## config.mk

```make
export PLATFORM = sky130hd
export DESIGN_NAME = global_reset_sequencer
export DESIGN_NICKNAME = d
export VERILOG_FILES = /design/src/rst_seq_pkg.sv /design/src/global_reset_sequencer.sv /design/src/lsrc_edge_filter.sv
export SDC_FILE = /design/constraint.sdc
export NUM_CORES = 1
export LEC_CHECK = 0
export BUFFER_PORTS_ARGS = -buffer_cell sky130_fd_sc_hd__buf_2
export CAP_MARGIN = 10
export CORE_MARGIN = 4
export CORE_UTILIZATION = 40
export CTS_CLUSTER_SIZE = 30
export DETAILED_ROUTE_END_ITERATION = 10
export PLACE_DENSITY = 0.75
export SYNTH_ARGS = -nofsm -noshare
export SYNTH_HDL_FRONTEND = slang
export SYNTH_SLANG_ARGS = --single-unit
```

## constraint.sdc

```tcl
create_clock -name hclk -period 3 [get_ports hclk]
set_input_delay 0.6 -clock hclk [delete_from_list [all_inputs] [get_ports hclk]]
set_output_delay 0.6 -clock hclk [all_outputs]
set_load 0.02 [all_outputs]
```

## src/rst_seq_pkg.sv

```systemverilog
// Package for the global reset sequencer: register map, flag layout, timing.
// Assumes a 100 MHz bus clock and a 32 kHz low-speed RC clock sampled as an input.
package rst_seq_pkg;

    // Register byte offsets
    localparam logic [7:0]  CAUSE_OFFSET     = 8'h08;
    localparam logic [7:0]  SUPPLY_CFG_OFFSET = 8'h14;
    localparam logic [7:0]  IRQ_STATUS_OFFSET = 8'h20;
    localparam logic [7:0]  IRQ_MASK_OFFSET  = 8'h24;

    // Reset cause flag positions
    localparam int FLAG_SUPPLY_ON  = 0;
    localparam int FLAG_SUPPLY_DROP = 1;
    localparam int FLAG_WATCHDOG   = 2;
    localparam int FLAG_SOFT       = 3;
    localparam int FLAG_LOCKUP     = 4;
    localparam int FLAG_PIN        = 5;
    localparam int FLAG_PC_RANGE   = 6;
    localparam int FLAG_PROG       = 7;
    localparam int NUM_SOURCES     = 8;

    // Reset values and supply config write mask
    localparam logic [7:0]  CAUSE_RESET      = 8'h01;
    localparam logic [31:0] SUPPLY_CFG_RESET = 32'h0000_0002;
    localparam logic [31:0] SUPPLY_CFG_MASK  = 32'h0000_001E;

    // Timing: 5 ms extension counted on the 32 kHz clock
    localparam int EXTEND_US       = 5000;
    localparam int LSRC_HZ         = 32000;
    localparam int EXTEND_TICKS    = (EXTEND_US * LSRC_HZ) / 1000000;
    localparam int PIN_FILTER_TICKS = 4;

    typedef enum logic [1:0] {
        ST_RESET  = 2'b00,
        ST_EXTEND = 2'b01,
        ST_RUN    = 2'b11
    } seq_state_e;

    // AHB request as captured in the address phase
    typedef struct packed {
        logic       valid;
        logic       write;
        logic [7:0] addr;
    } ahb_req_s;

endpackage : rst_seq_pkg
```

## src/global_reset_sequencer.sv

```systemverilog
// Global reset sequencer: merges eight reset sources, stretches the reset,
// records causes in flags reachable over AHB-Lite.
// Assumes hresetn is the raw supply-on reset; RC clock arrives as a plain input.
// Function
// - Any of eight sources asserts the single chip-wide global reset.
// - After supply-on release, global reset holds 5 ms more.
// - Supply-drop asserts reset; release 5 ms after its output returns high.
// - Watchdog overflow reset holds global reset 5 ms.
// - Core software reset request holds global reset 5 ms.
// - Core lockup holds global reset 5 ms.
// - Reset pin low is filtered for 4 RC clock cycles first.
// - Pin low holds reset; 5 ms more after pin goes high.
// - PC range overflow seen in one clock, resets 5 ms, then clears.
// - Programming enable high holds reset; 5 ms more after it drops.
// - After normal operation begins, programming mode entry is refused.
// - Flag bits 7..2: prog, pc range, pin, lockup, soft, watchdog.
// - Flags stay set until software writes 0; hardware never clears.
// - After supply-on reset the flag register reads 0x00000001.
// - Bit 1 records supply drop, bit 0 supply on; write 0 clears.
`timescale 1ns/10ps
module global_reset_sequencer (
    input  wire logic        hclk,
    input  wire logic        hresetn,
    input  wire logic        low_speed_rc_clock,
    input  wire logic        supply_drop_reset_n,
    input  wire logic        watchdog_overflow_reset,
    input  wire logic        core_reset_request,
    input  wire logic        core_lockup,
    input  wire logic        reset_pin_n,
    input  wire logic        pc_out_of_range,
    input  wire logic        prog_enable,
    input  wire logic        hsel,
    input  wire logic [31:0] haddr,
    input  wire logic [1:0]  htrans,
    input  wire logic        hwrite,
    input  wire logic [2:0]  hsize,
    input  wire logic [31:0] hwdata,
    input  wire logic        hready,
    output logic [31:0]      hrdata,
    output logic             hreadyout,
    output logic             hresp,
    output logic             global_reset_n,
    output logic             irq
);
    typedef struct packed {
        rst_seq_pkg::seq_state_e state;
        logic [7:0]              ext_cnt;
        logic                    rc_prev;
        logic                    hold_prev;
        logic                    run_seen;
        logic [7:0]              cause;
        logic [31:0]             supply_cfg;
        logic [7:0]              irq_stat;
        logic [7:0]              irq_mask;
        rst_seq_pkg::ahb_req_s   req;
        logic [31:0]             rdata;
        logic                    grst_n;
        logic                    irq;
    } state_s;

    state_s q, d;
    logic   rc_tick;
    logic   pin_low_filt;
    logic   prog_ok;
    logic   hold_now;
    logic   any_event;
    logic [7:0] events;

    assign rc_tick = low_speed_rc_clock && !q.rc_prev;

    lsrc_edge_filter #(
        .TICKS (rst_seq_pkg::PIN_FILTER_TICKS)
    ) u_pin_filter (
        .hclk      (hclk),
        .hresetn   (hresetn),
        .tick      (rc_tick),
        .level_low (!reset_pin_n),
        .filtered  (pin_low_filt)
    );

    assign prog_ok = prog_enable && !q.run_seen;

    always_comb
    begin
        events = 8'h00;
        events[rst_seq_pkg::FLAG_SUPPLY_DROP] = !supply_drop_reset_n;
        events[rst_seq_pkg::FLAG_WATCHDOG]    = watchdog_overflow_reset;
        events[rst_seq_pkg::FLAG_SOFT]        = core_reset_request;
        events[rst_seq_pkg::FLAG_LOCKUP]      = core_lockup;
        events[rst_seq_pkg::FLAG_PIN]         = pin_low_filt;
        events[rst_seq_pkg::FLAG_PC_RANGE]    = pc_out_of_range;
        events[rst_seq_pkg::FLAG_PROG]        = prog_ok;
    end

    assign any_event = |events;
    assign hold_now  = any_event;

    always_comb
    begin
        logic       wr_hit;
        logic [7:0] wbyte;
        wr_hit = 1'b0;
        wbyte  = 8'h00;
        d = q;
        d.rc_prev   = low_speed_rc_clock;
        d.hold_prev = hold_now;

        // Sequencer
        case (q.state)
            rst_seq_pkg::ST_RESET:
            begin
                d.grst_n = 1'b0;
                if (!hold_now)
                begin
                    d.state   = rst_seq_pkg::ST_EXTEND;
                    d.ext_cnt = 8'h00;
                end
            end
            rst_seq_pkg::ST_EXTEND:
            begin
                d.grst_n = 1'b0;
                if (hold_now)
                    d.state = rst_seq_pkg::ST_RESET;
                else if (rc_tick)
                begin
                    if (q.ext_cnt == 8'(rst_seq_pkg::EXTEND_TICKS - 1))
                    begin
                        d.state    = rst_seq_pkg::ST_RUN;
                        d.grst_n   = 1'b1;
                        d.run_seen = 1'b1;
                    end
                    else
                        d.ext_cnt = q.ext_cnt + 8'h01;
                end
            end
            rst_seq_pkg::ST_RUN:
            begin
                if (hold_now)
                begin
                    d.state  = rst_seq_pkg::ST_RESET;
                    d.grst_n = 1'b0;
                end
            end
            default:
            begin
                d.state  = rst_seq_pkg::ST_RESET;
                d.grst_n = 1'b0;
            end
        endcase

        // AHB data phase
        if (q.req.valid && q.req.write)
        begin
            wr_hit = 1'b1;
            wbyte  = hwdata[7:0];
            case (q.req.addr)
                rst_seq_pkg::CAUSE_OFFSET:
                    d.cause = q.cause & wbyte;
                rst_seq_pkg::SUPPLY_CFG_OFFSET:
                    d.supply_cfg = hwdata & rst_seq_pkg::SUPPLY_CFG_MASK;
                rst_seq_pkg::IRQ_STATUS_OFFSET:
                    d.irq_stat = q.irq_stat & ~wbyte;
                rst_seq_pkg::IRQ_MASK_OFFSET:
                    d.irq_mask = wbyte;
                default:
                    wr_hit = 1'b0;
            endcase
        end

        d.cause    = d.cause | events;
        d.irq_stat = d.irq_stat | (events & ~{8{q.hold_prev}});
        d.irq      = |(d.irq_stat & d.irq_mask);

        // Address phase
        d.req.valid = hsel && hready && htrans[1];
        d.req.write = hwrite;
        d.req.addr  = haddr[7:0];
        d.rdata     = 32'h0000_0000;
        if (hsel && hready && htrans[1] && !hwrite)
        begin
            case (haddr[7:0])
                rst_seq_pkg::CAUSE_OFFSET:      d.rdata = {24'h000000, q.cause};
                rst_seq_pkg::SUPPLY_CFG_OFFSET: d.rdata = q.supply_cfg;
                rst_seq_pkg::IRQ_STATUS_OFFSET: d.rdata = {24'h000000, q.irq_stat};
                rst_seq_pkg::IRQ_MASK_OFFSET:   d.rdata = {24'h000000, q.irq_mask};
                default:                        d.rdata = 32'h0000_0000;
            endcase
        end
        if (wr_hit && hsize == 3'h7)
            d.irq = q.irq;
    end

    always_ff @(posedge hclk or negedge hresetn)
    begin
        if (!hresetn)
        begin
            q            <= '0;
            q.state      <= rst_seq_pkg::ST_RESET;
            q.cause      <= rst_seq_pkg::CAUSE_RESET;
            q.supply_cfg <= rst_seq_pkg::SUPPLY_CFG_RESET;
        end
        else
            q <= d;
    end

    assign hrdata         = q.rdata;
    assign hreadyout      = 1'b1;
    assign hresp          = 1'b0;
    assign global_reset_n = q.grst_n;
    assign irq            = q.irq;

endmodule : global_reset_sequencer

```

## src/lsrc_edge_filter.sv

```systemverilog
// Low-level filter for one input, counted on RC ticks that arrive on the tick input.
// Assumes the input and the RC clock level are synchronous to hclk.
`timescale 1ns/10ps
module lsrc_edge_filter #(
    parameter int TICKS = 4
) (
    input  wire logic hclk,
    input  wire logic hresetn,
    input  wire logic tick,
    input  wire logic level_low,
    output logic      filtered
);
    typedef struct packed {
        logic [2:0] cnt;
        logic       out;
    } flt_s;

    flt_s q, d;

    always_comb
    begin
        d = q;
        if (!level_low)
        begin
            d.cnt = 3'h0;
            d.out = 1'b0;
        end
        else if (tick && !q.out)
        begin
            if (q.cnt == 3'(TICKS - 1))
                d.out = 1'b1;
            else
                d.cnt = q.cnt + 3'h1;
        end
    end

    always_ff @(posedge hclk or negedge hresetn)
    begin
        if (!hresetn)
            q <= '0;
        else
            q <= d;
    end

    assign filtered = q.out;

endmodule : lsrc_edge_filter

```

==> results.md, run 1 <==
* PostCTS Resize Cnt at 0
* Final Skew at 7.146 ps
* Worst-Skew Late Latency at 340 ps
* Die height at 97.75 µm
* Outcome: finished, final reports clean
* CTS Sinks at 65
* Hold Violations, Final at 0
* Post-synth top area cell: dfrtp_1
* Remaining Overflow, GRT at 0
* Inst Count DP at about 430
* Fin crit period at about 2400 ps
* Nets at 428
* Vias per cell at 5.320
* Synth area leaders: dfrtp_1, buf_4, nand2_1
* VDD IR max at 320.9 µV
* Starting density of the core at 0.4148
* CP startpoint kind: register
* Post-Place Cell Area at 3428 µm²
* Max H-tree Level at 3
* Final instance area at between 3000 and 4000 µm²
* Initial antenna violation count at 0
* IO Count at around 120
* CORE AREA at 7767 µm²
* Top_reg_cell synth: dfrtp_1
* Seq/Total Area, Yosys at 0.5056
* Dpl hpwl at 5171 µm
* Max-cap violation count at 0
* Syn Inst Count at 298
* Num CTS Buffers at 9
* Syn Area/Cell at 10.81 µm²
* Lkg Pwr at 1.592 nW
* Yosys reg bits at 65
* Final setup vio count at 0
* CTS tree: built
* Non-filler instance count after layout at 450
* IO Port Bufs at 42
* Residual DRC count at 0
* Detailed-route via count at 2394
* Final period util at 0.7893
* Fmax at between 400 and 500 MHz
* Post-synthesis cell area at 3222 µm²
* CTS clk-pin slew, worst paths at 70 ps
* Commonest cells in the netlist: dfrtp_1, buf_4, nand2_1
* Crit path capture type: register
* Root Driver: clkbuf_8
* P&R area growth vs syn at 12.47%
* Largest net degree at the start of global routing at 24
* Critical Path RT at 3230 ps
* Drt wl/cell at approximately 16 µm
* Site Rows at 32
* Hold Crit Class: input pin to async pin
* Die Span X at 97.75 µm
* Yosys top cell area share at 0.4893
* Die area at 9554 µm²
* Post-synth cell types at 54
* GRT Overall Usage at 0.1533
* Unrepaired setup endpoints after global routing: false
* N_diodes at 0
* Final number of max-transition violations at 0
* Clk buf depth at 2
* YS warnings at 0
* Final core occ at 0.4665
* Layout cells sized above 1 at 0.2615
* Post-route antenna net violation count at 0
* Arr. time, crit path at 2600 ps
* First-pass GRT wire length at approximately 12000 µm
* Setup TNS Final at 0 ps
* Post-synth EDFFs at 0
* 1st-pass router iterations at 5
* Fraction of registers with async set/reset at 1.000
* Iter 0 DRT Violations at 170
* Number of global-route vias before repair at 2375
* Gp weighted congestion at ~0.79
* CP Max Fanout at 6
* PwrDens at 510.3 nW/µm²
* Slew @ Worst Pin at 860.0 ps
* Number of buffers inserted by hold repair at cts at 0
* Cell with the most instances after synthesis: dfrtp_1
* Wirelength, routed at 7154 µm
* Critical path class: register to register
* Rel. slew slack at 0.4241
* Post-CTS Setup Inserts at 0
-- cell families after synthesis --
group                      share of synthesized area
AOI/OAI and AO/OA                             0.1379
xor gates and xnor gates                     0.01631
adders and majority gates                    0.01165
buffers and inverters                         0.1037
DFF                                           0.5056
muxes                                        0.02757
other                                       0.002331
and+or+nand+nor                               0.1950
-- area by class of cell --
| class | instances | area, µm² |
|---|---|---|
| Clock buffer | 10 | 137.6 |
| Clock inverter | 6 | 57.56 |
| Fill cell | 746 | 4144 |
| Inverter | 14 | 52.55 |
| Multi-Input combinational cell | 203 | 1349 |
| Sequential cell | 65 | 1629 |
| Tap cell | 102 | 127.6 |
| Timing Repair Buffer | 50 | 270.3 |
-- stage by stage --
stage | hold WS [ps] | power, mW | worst slack [ps]
floorplan | 304.4 | 1.085 | 895.3
global placement | 441.2 | 1.127 | 645.2
detailed placement | 448.4 | 1.132 | 578.9
CTS | 216.4 | 1.868 | 703.8
global route | 231.7 | 1.925 | 507.1
finish | 218.0 | 1.849 | 632.0
-- layer usage --
| layer | routed length [µm] | GRT usage | vias to the layer above |
|---|---|---|---|
| met3 | 542 | 0.05286 | 10 |
| met2 | 3480 | 0.2504 | 102 |
| met4 | 84 | 0.03727 | 0 |
| li1 | - | - | 1104 |
| met5 | 0 | 0 | - |
| met1 | 3047 | 0.1969 | 1178 |
-- worst paths after layout --
path	from	end	slack, ps	depth (start not counted)
worst max-delay path	q[41]	irq	630	6
worst min-delay path	hresetn	q[104]	220	1
worst max register to register	q[41]	irq	630	6
worst min register to register	q[92]	q[92]	470	1
max in group asynchronous	hresetn	q[61]	2030	2
min in group hclk	haddr[6]	q[40]	370	1
-- cells in the final DEF (no fill, tap or decap), types with 3 or more instances in the layout --
| cell | instances |
|---|---|
| a22o_1 | 3 |
| nand2_1 | 27 |
| inv_1 | 14 |
| o21ai_0 | 12 |
| nor4_2 | 4 |
| buf_4 | 8 |
| nor3_1 | 10 |
| clkbuf_8 | 10 |
| nand4_1 | 8 |
| a21oi_1 | 9 |
| nor2_1 | 19 |
| ha_1 | 3 |
| mux2_2 | 7 |
| or4_1 | 3 |
| dfrtp_1 | 63 |
| buf_2 | 42 |
| clkinv_2 | 4 |
| a222oi_1 | 8 |
| nand3_1 | 6 |
| nand2b_1 | 11 |
| conb_1 | 26 |
| xnor2_1 | 6 |
-- worst max-delay path, stage by stage (launching register included) --
cell and delay, ps:
dfrtp_1 480, or4_1 670, o41ai_1 440, a22oi_1 220, a2111oi_4 210, nand4_1 120, o21a_1 110
-- power breakdown --
group | internal (mW) | total [mW] | switching (mW) | leakage (nW)
sequential | 0.911 | 0.939 | 0.0276 | 0.780
clock | 0.400 | 0.731 | 0.331 | 0.102
combinational | 0.0655 | 0.179 | 0.114 | 0.710
total | 1.38 | 1.85 | 0.472 | 1.59
-- registers in the layout, summed over array words and instances (netlist names) --
| name | cells |
|---|---|
| irq | 1 |
| hrdata | 8 |
| u_pin_filter.filtered | 1 |
| global_reset_n | 1 |
| u_pin_filter.q | 3 |
| q | 51 |
(Power assumes the default switching activity.)
==> inputs of run 2 (changes only) <==
--- a/config.mk
+++ b/config.mk
@@ -11,7 +11,7 @@
 export CORE_UTILIZATION = 40
 export CTS_CLUSTER_SIZE = 30
 export DETAILED_ROUTE_END_ITERATION = 10
-export PLACE_DENSITY = 0.75
+export PLACE_DENSITY = 0.77
 export SYNTH_ARGS = -nofsm -noshare
 export SYNTH_HDL_FRONTEND = slang
 export SYNTH_SLANG_ARGS = --single-unit
==> constraint.sdc (replaced) <==
create_clock -name hclk -period 2.15 [get_ports hclk]
set_input_delay 0.43 -clock hclk [delete_from_list [all_inputs] [get_ports hclk]]
set_output_delay 0.43 -clock hclk [all_outputs]
set_load 0.02 [all_outputs]
==> run 2 against run 1 <==
The flow now finishes with violations (setup timing); setup slack got worse by 630 ps; combinational power grew 66%; via count rose by 3.4%.
==> results.md, run 2 (synthesis results as in run 1) <==
* Wire length on met3 at 639 µm (+18%)
* Critical-path cell list: or4_4, buf_6, o41ai_4, a22oi_2, a2111oi_4, nand4_1, o21a_1
* Worst path max stage delay at 570 ps (-100 ps)
* Final setup vio count at 1 (+1)
* Fin worst setup slack at -0.5289 ps (-632.5 ps)
* CTS Sinks at 65 (unchanged)
* Arr. time, crit path at 2390 ps (-210 ps)
* Lkg Pwr at 1.698 nW (+6.7%)
* Post-route antenna net violation count at 0 (unchanged)
* Final number of max-transition violations at 0 (unchanged)
* Iter 0 DRT Violations at 212 (+25%)
* First-pass GRT wire length at 11860 µm (+2.8%)
* 1st-pass router iterations at 5 (unchanged)
* Unrepaired setup endpoints after global routing: true
* P&R area growth vs syn at 18.72%
* IO Count at 118 (unchanged)
* CTS clk-pin slew, worst paths at 80 ps (about the same)
* Hold Crit Class: input pin to async pin
* Crit path from: q[40]
* Buffers plus inverters on the worst setup path at 1 (+1)
* CORE AREA at 7767 µm² (unchanged)
* Clk buf depth at 2 (unchanged)
* Max H-tree Level at 3 (unchanged)
* Slew @ Worst Pin at 537.8 ps (-322.2 ps)
* Crit path capture type: register
* Worst-case reg-to-reg path depth at 7 (+1)
* Crit path to: irq
* Hold_ws at 89.61 ps (-128.4 ps)
* Hold Violations, Final at 0 (unchanged)
* Initial antenna violation count at 0 (unchanged)
* Fmax at 465.0 MHz (+10%)
* Die Span X at 97.75 µm (unchanged)
* CTS tree: built
* PwrDens at 690.2 nW/µm² (+35%)
* GRT Overall Usage at 0.1542 (+0.0009077)
* Gp weighted congestion at 0.8437 (+7.0%)
* CP startpoint kind: register
* Rel. slew slack at 0.6387 (+0.2145)
* Fillers at 730 (-2.1%)
* Final core occ at 0.4924 (+0.02593)
* Violated checks: setup timing
* DR top layer: met4
* Met2 WL post-DR at 3447 µm (-0.95%)
* IO Port Bufs at 42 (unchanged)
* Layout cells sized above 1 at 0.3096 (+0.04809)
* Fin crit period at 2151 ps (-217.5 ps)
* Dpl hpwl at 5271 µm (+1.9%)
* Residual DRC count at 0 (unchanged)
* CP Max Fanout at 4 (-2)
* Critical path class: register to register
* Root Driver: clkbuf_8
* Final period util at 1.000 (+0.2109)
* Outcome: finished, violations left
* Worst-Skew Late Latency at 340 ps (about the same)
* Vias per cell at 5.300 (-0.38%)
* Routed length on met1 at 3197 µm (+4.9%)
* Num CTS Buffers at 9 (unchanged)
* RR Startpoint: q[40]
* Crit path max-delay cell type: or4_4
* Largest net degree at the start of global routing at 66 (+180%)
* Number of global-route vias before repair at 2459 (+3.5%)
* Detailed-route via count at 2475 (+3.4%)
* Die height at 97.75 µm (unchanged)
* RR Endpoint: irq
* Levels on crit path at 7 (+1)
* Most frequent cells in the layout: dfrtp_1, buf_2, nand2_1, conb_1, buf_4
* Remaining Overflow, GRT at 0 (unchanged)
* VDD IR max at 532.8 µV (+66%)
* Critical Path RT at 2390 ps (-840 ps)
* Starting density of the core at 0.4148 (unchanged)
* Drt wl/cell at 15.90 µm (about the same)
* Wirelength, routed at 7424 µm (+3.8%)
* Nets at 445 (+4.0%)
* Site Rows at 32 (unchanged)
* Largest reg by FF count: q
* Die area at 9554 µm² (unchanged)
* Max-cap violation count at 0 (unchanged)
* Final Skew at 10.78 ps (+3.629 ps)
* Setup slack, reg-to-reg at -0.5 ps (-630 ps)
* Commonest non-fill, non-tap cell in the layout: dfrtp_1
* Number of buffers inserted by hold repair at cts at 0 (unchanged)
* N_diodes at 0 (unchanged)
* Cell family with most CP delay: compound AO/OA/AOI/OAI gates
* Max reg flops at 51 (unchanged)
-- run 2: changes by cell type in the layout (fill, tap and decap cells not counted), sizes merged --
| cell | before | now |
|---|---|---|
| clkinvlp | 1 | 3 |
| clkinv | 4 | 3 |
| buf | 50 | 67 |
| clkbuf | 10 | 9 |
-- run 2: how the worst min path moves through the flow --
stage,to,depth (start not counted),slack [ps]
floorplan,global_reset_n,0,130
global placement,q[100],1,440
detailed placement,q[100],1,440
CTS,u_pin_filter.q[2],2,100
global route,u_pin_filter.q[1],2,110
finish,u_pin_filter.q[1],2,90
-- run 2: area by class of cell --
| cell class | instances | area, µm² | share of cell area |
|---|---|---|---|
| clock buffer | 9 | 123.9 | 0.03238 |
| clock inverter | 7 | 71.32 | 0.01865 |
| inverter | 14 | 52.55 | 0.01374 |
| multi-input combinational | 203 | 1406 | 0.3677 |
| sequential | 65 | 1629 | 0.4259 |
| tap | 102 | 127.6 | 0.03337 |
| timing repair buffer | 67 | 414.1 | 0.1083 |
-- run 2: through the flow --
step	cell area (µm²)	total power, mW	worst slack (ps)	cells	setup TNS (ps)
3_3_place_gp	3546	1.588	-49.65	448	-49.65
4_1_cts	3791	2.631	-18.39	467	-18.39
5_1_grt	3825	2.737	-84.38	467	-84.38
6_report	3825	2.640	-0.5289	467	-0.5289
3_5_place_dp	3546	1.600	-55.18	448	-55.18
2_1_floorplan	3312	1.515	88.96	322	0
-- run 2: power by group --
part | internal [mW] | total, mW | switching, mW | leakage (nW)
Clock | 0.532 | 1.03 | 0.499 | 0.0912
Combinational | 0.124 | 0.298 | 0.174 | 0.827
Sequential | 1.27 | 1.31 | 0.0399 | 0.780
Total | 1.93 | 2.64 | 0.713 | 1.70
-- run 2: what timing repair did --
| action | 4_1_cts | 5_1_grt |
|---|---|---|
| gates resized for setup | 4 | 5 |
| buffers inserted | 3 | 0 |
| pin swaps | 2 | 3 |
| setup endpoints to repair | 1 | 1 |
-- run 2: per-layer routing --
layer | track usage | up-vias
met5 | 0 | -
met4 | 0.05112 | 0
met3 | 0.05714 | 15
met2 | 0.2372 | 109
met1 | 0.2024 | 1206
li1 | - | 1145
==> inputs of run 3 (changes only) <==
--- a/config.mk
+++ b/config.mk
@@ -5,13 +5,14 @@
 export SDC_FILE = /design/constraint.sdc
 export NUM_CORES = 1
 export LEC_CHECK = 0
+export ABC_AREA = 1
 export BUFFER_PORTS_ARGS = -buffer_cell sky130_fd_sc_hd__buf_2
 export CAP_MARGIN = 10
 export CORE_MARGIN = 4
 export CORE_UTILIZATION = 40
 export CTS_CLUSTER_SIZE = 30
 export DETAILED_ROUTE_END_ITERATION = 10
-export PLACE_DENSITY = 0.77
+export PLACE_DENSITY = 0.76
 export SYNTH_ARGS = -nofsm -noshare
 export SYNTH_HDL_FRONTEND = slang
 export SYNTH_SLANG_ARGS = --single-unit
==> constraint.sdc (replaced) <==
create_clock -name hclk -period 1.82 [get_ports hclk]
set_input_delay 0.364 -clock hclk [delete_from_list [all_inputs] [get_ports hclk]]
set_output_delay 0.364 -clock hclk [all_outputs]
set_load 0.02 [all_outputs]
==> run 3 against run 2 <==
The flow now finishes without violations; combinational power rose by 13%; synthesized area is 9.7% higher; setup slack improved by 160 ps; clock skew hardly changed; clock-buffer cell count unchanged; first-iteration DRC count fell by 23%; sequential power up 18%.
==> results.md, run 3 <==
* Outcome: finished, final reports clean
* Residual DRC count at 0 (unchanged)
* Die height at 102.0 µm (+4.3%)
* Fraction of registers with async set/reset at 1.000 (unchanged)
* Num CTS Buffers at 9 (unchanged)
* CTS tree: built
* Syn Inst Count at 419 (+41%)
* Most frequent cells in the layout: nand2_1, dfrtp_1, inv_1, buf_2, nor2_1
* IO Count at 118 (unchanged)
* Final period util at 0.9139 (-0.08634)
* Remaining Overflow, GRT at 0 (unchanged)
* Final core occ at 0.4624 (-0.03006)
* Detailed-route via count at 2832 (+14%)
* Hold Violations, Final at 0 (unchanged)
* Dpl hpwl at 6042 µm (+15%)
* Wirelength, routed at 7966 µm (+7.3%)
* 1st-pass router iterations at 5 (unchanged)
* Commonest non-fill, non-tap cell in the layout: nand2_1
* Hold Crit Class: input pin to register
* Site Rows at 34 (+6.3%)
* Max reg flops at 51 (unchanged)
* Fmax at 601.2 MHz (+29%)
* CP startpoint kind: register
* Vias per cell at 4.825 (-9.0%)
* Post-synth EDFFs at 0 (unchanged)
* Seq/Total Area, Yosys at 0.4610 (-0.04458)
* CORE AREA at 8678 µm² (+12%)
* Max H-tree Level at 3 (unchanged)
* Lkg Pwr at 1.972 nW (+16%)
* Critical-path cell list: ha_1, nand2_1, nor2_2, nand3_2, nor3_4, nor2_4, buf_4, a21oi_2, nor2_1
* Root Driver: clkbuf_8
* Final setup vio count at 0 (-1)
* CTS clk-pin slew, worst paths at 80 ps (about the same)
* Setup WS pre-CTS at 54.14 ps (+109.3 ps)
* Yosys top cell area share at 0.4462 (-0.04314)
* CTS Sinks at 65 (unchanged)
* Post-route antenna net violation count at 0 (unchanged)
* Syn Area/Cell at 8.433 µm² (-22%)
* Fin crit period at 1663 ps (-487.2 ps)
* Critical path class: register to register
* Gp weighted congestion at 0.8828 (+4.6%)
* Final Skew at 10.56 ps (-0.2158 ps)
* Die area at 10400 µm² (+8.9%)
* Worst-Skew Late Latency at 340 ps (about the same)
* Arr. time, crit path at 1900 ps (-490 ps)
* VDD IR max at 413.0 µV (-22%)
* Iter 0 DRT Violations at 164 (-23%)
* Critical Path RT at 2060 ps (-330 ps)
* Post-Place Cell Area at 3795 µm² (+7.0%)
* Layout cells sized above 1 at 0.2505 (-0.05907)
* Drt wl/cell at 13.57 µm (-15%)
* Crit path max-delay cell type: dfrtp_1
* Commonest cells in the netlist: nand2_1, dfrtp_1, inv_1
* N_diodes at 0 (unchanged)
* Post-synthesis cell area at 3533 µm² (+9.7%)
* IO Port Bufs at 42 (unchanged)
* Max-cap violation count at 0 (unchanged)
* Post-synth cell types at 42 (-22%)
* Clk buf depth at 2 (unchanged)
* Final instance area at 4013 µm² (+4.9%)
* Yosys reg bits at 65 (unchanged)
* Starting density of the core at 0.4072 (-0.007636)
* Initial antenna violation count at 1 (+1)
* Top_reg_cell synth: dfrtp_1
* Final number of max-transition violations at 0 (unchanged)
* Post-synth top area cell: dfrtp_1
* Nets at 559 (+26%)
* Synth area leaders: dfrtp_1, nand2_1, buf_4
* CP Max Fanout at 8 (+4)
* Largest reg by FF count: q
* Fin worst setup slack at 156.7 ps (+157.2 ps)
* Die Span X at 102.0 µm (+4.3%)
* GRT Overall Usage at 0.1608 (+0.006631)
* YS warnings at 0 (unchanged)
* First-pass GRT wire length at 13170 µm (+11%)
* PwrDens at 734.4 nW/µm² (+6.4%)
* Largest net degree at the start of global routing at 54 (-18%)
* Fillers at 858 (+18%)
* Number of global-route vias before repair at 2900 (+18%)
* Worst path max stage delay at 380 ps (-190 ps)
* Crit path capture type: register
* P&R area growth vs syn at 13.56%
* Cell with the most instances after synthesis: nand2_1
-- run 3: worst paths after layout --
path | startpoint | end | slack [ps] | cells after the start
worst min register to register | q[92] | q[92] | 460 | 1
worst max-delay path | q[104] | q[107] | 160 | 9
max in group asynchronous | hresetn | q[92] | 750 | 3
min in group asynchronous | hresetn | q[104] | 430 | 2
worst max register to register | q[104] | q[107] | 160 | 9
worst min-delay path | hwrite | q[42] | 140 | 1
-- run 3: repair_timing --
| item | in CTS | in global routing |
|---|---|---|
| hold endpoints to repair | 12 | 0 |
| hold buffers | 1 | 0 |
| resized for setup | 0 | 4 |
| setup endpoints to repair | 0 | 6 |
| buffers inserted | 0 | 2 |
-- run 3: kinds of logic (layout without fill, tap and decap cells) --
group           Yosys count  in the layout  share of synthesized area
simple gates            213            213                     0.3067
other cells               2             26                   0.002125
flops                    65             65                     0.4610
fa+ha+maj                 3              3                    0.01062
compound gates           40             40                    0.07012
mux                       1              1                   0.002833
xor+xnor                  4              4                   0.009917
buf+inv                  91            127                     0.1367
-- run 3: per-layer routing --
metal,GRT usage,share of wire,wire (µm),vias up
met5,0,0.0016,13,-
met3,0.05051,0.070,554,6
li1,-,-,-,1394
met4,0.04440,0.0041,33,2
met2,0.2819,0.52,4110,82
met1,0.1902,0.41,3254,1348
-- run 3: power breakdown --
part	total (mW)	internal (mW)	switching [mW]
registers	1.55	1.50	0.0430
logic	0.337	0.104	0.233
clock network	1.06	0.490	0.575
total	2.95	2.10	0.850
-- run 3: cell type report --
class,count,area (µm²),share of cell area
sequential,65,1629,0.4060
multi-input combinational,287,1533,0.3820
timing repair buffer,58,345.3,0.08606
inverter,53,198.9,0.04958
tap,108,135.1,0.03368
clock buffer,9,123.9,0.03087
clock inverter,7,47.55,0.01185
-- run 3: worst max-delay path: cells and delay by family (launching register included) --
family | cells | cell delay, ps
and+or+nand+nor | 6 | 750
DFF | 1 | 380
buffers and inverters | 1 | 150
adders and majority gates | 1 | 170
AOI/OAI and AO/OA | 1 | 100
-- run 3: stage by stage --
step,total power [mW],std cells,setup TNS (ps),hold slack [ps]
2_1_floorplan,1.801,443,0,68.41
3_3_place_gp,1.883,568,0,271.7
3_5_place_dp,1.896,568,0,279.1
4_1_cts,2.970,585,0,124.4
5_1_grt,3.100,587,-59.94,126.2
6_report,2.947,587,0,137.4
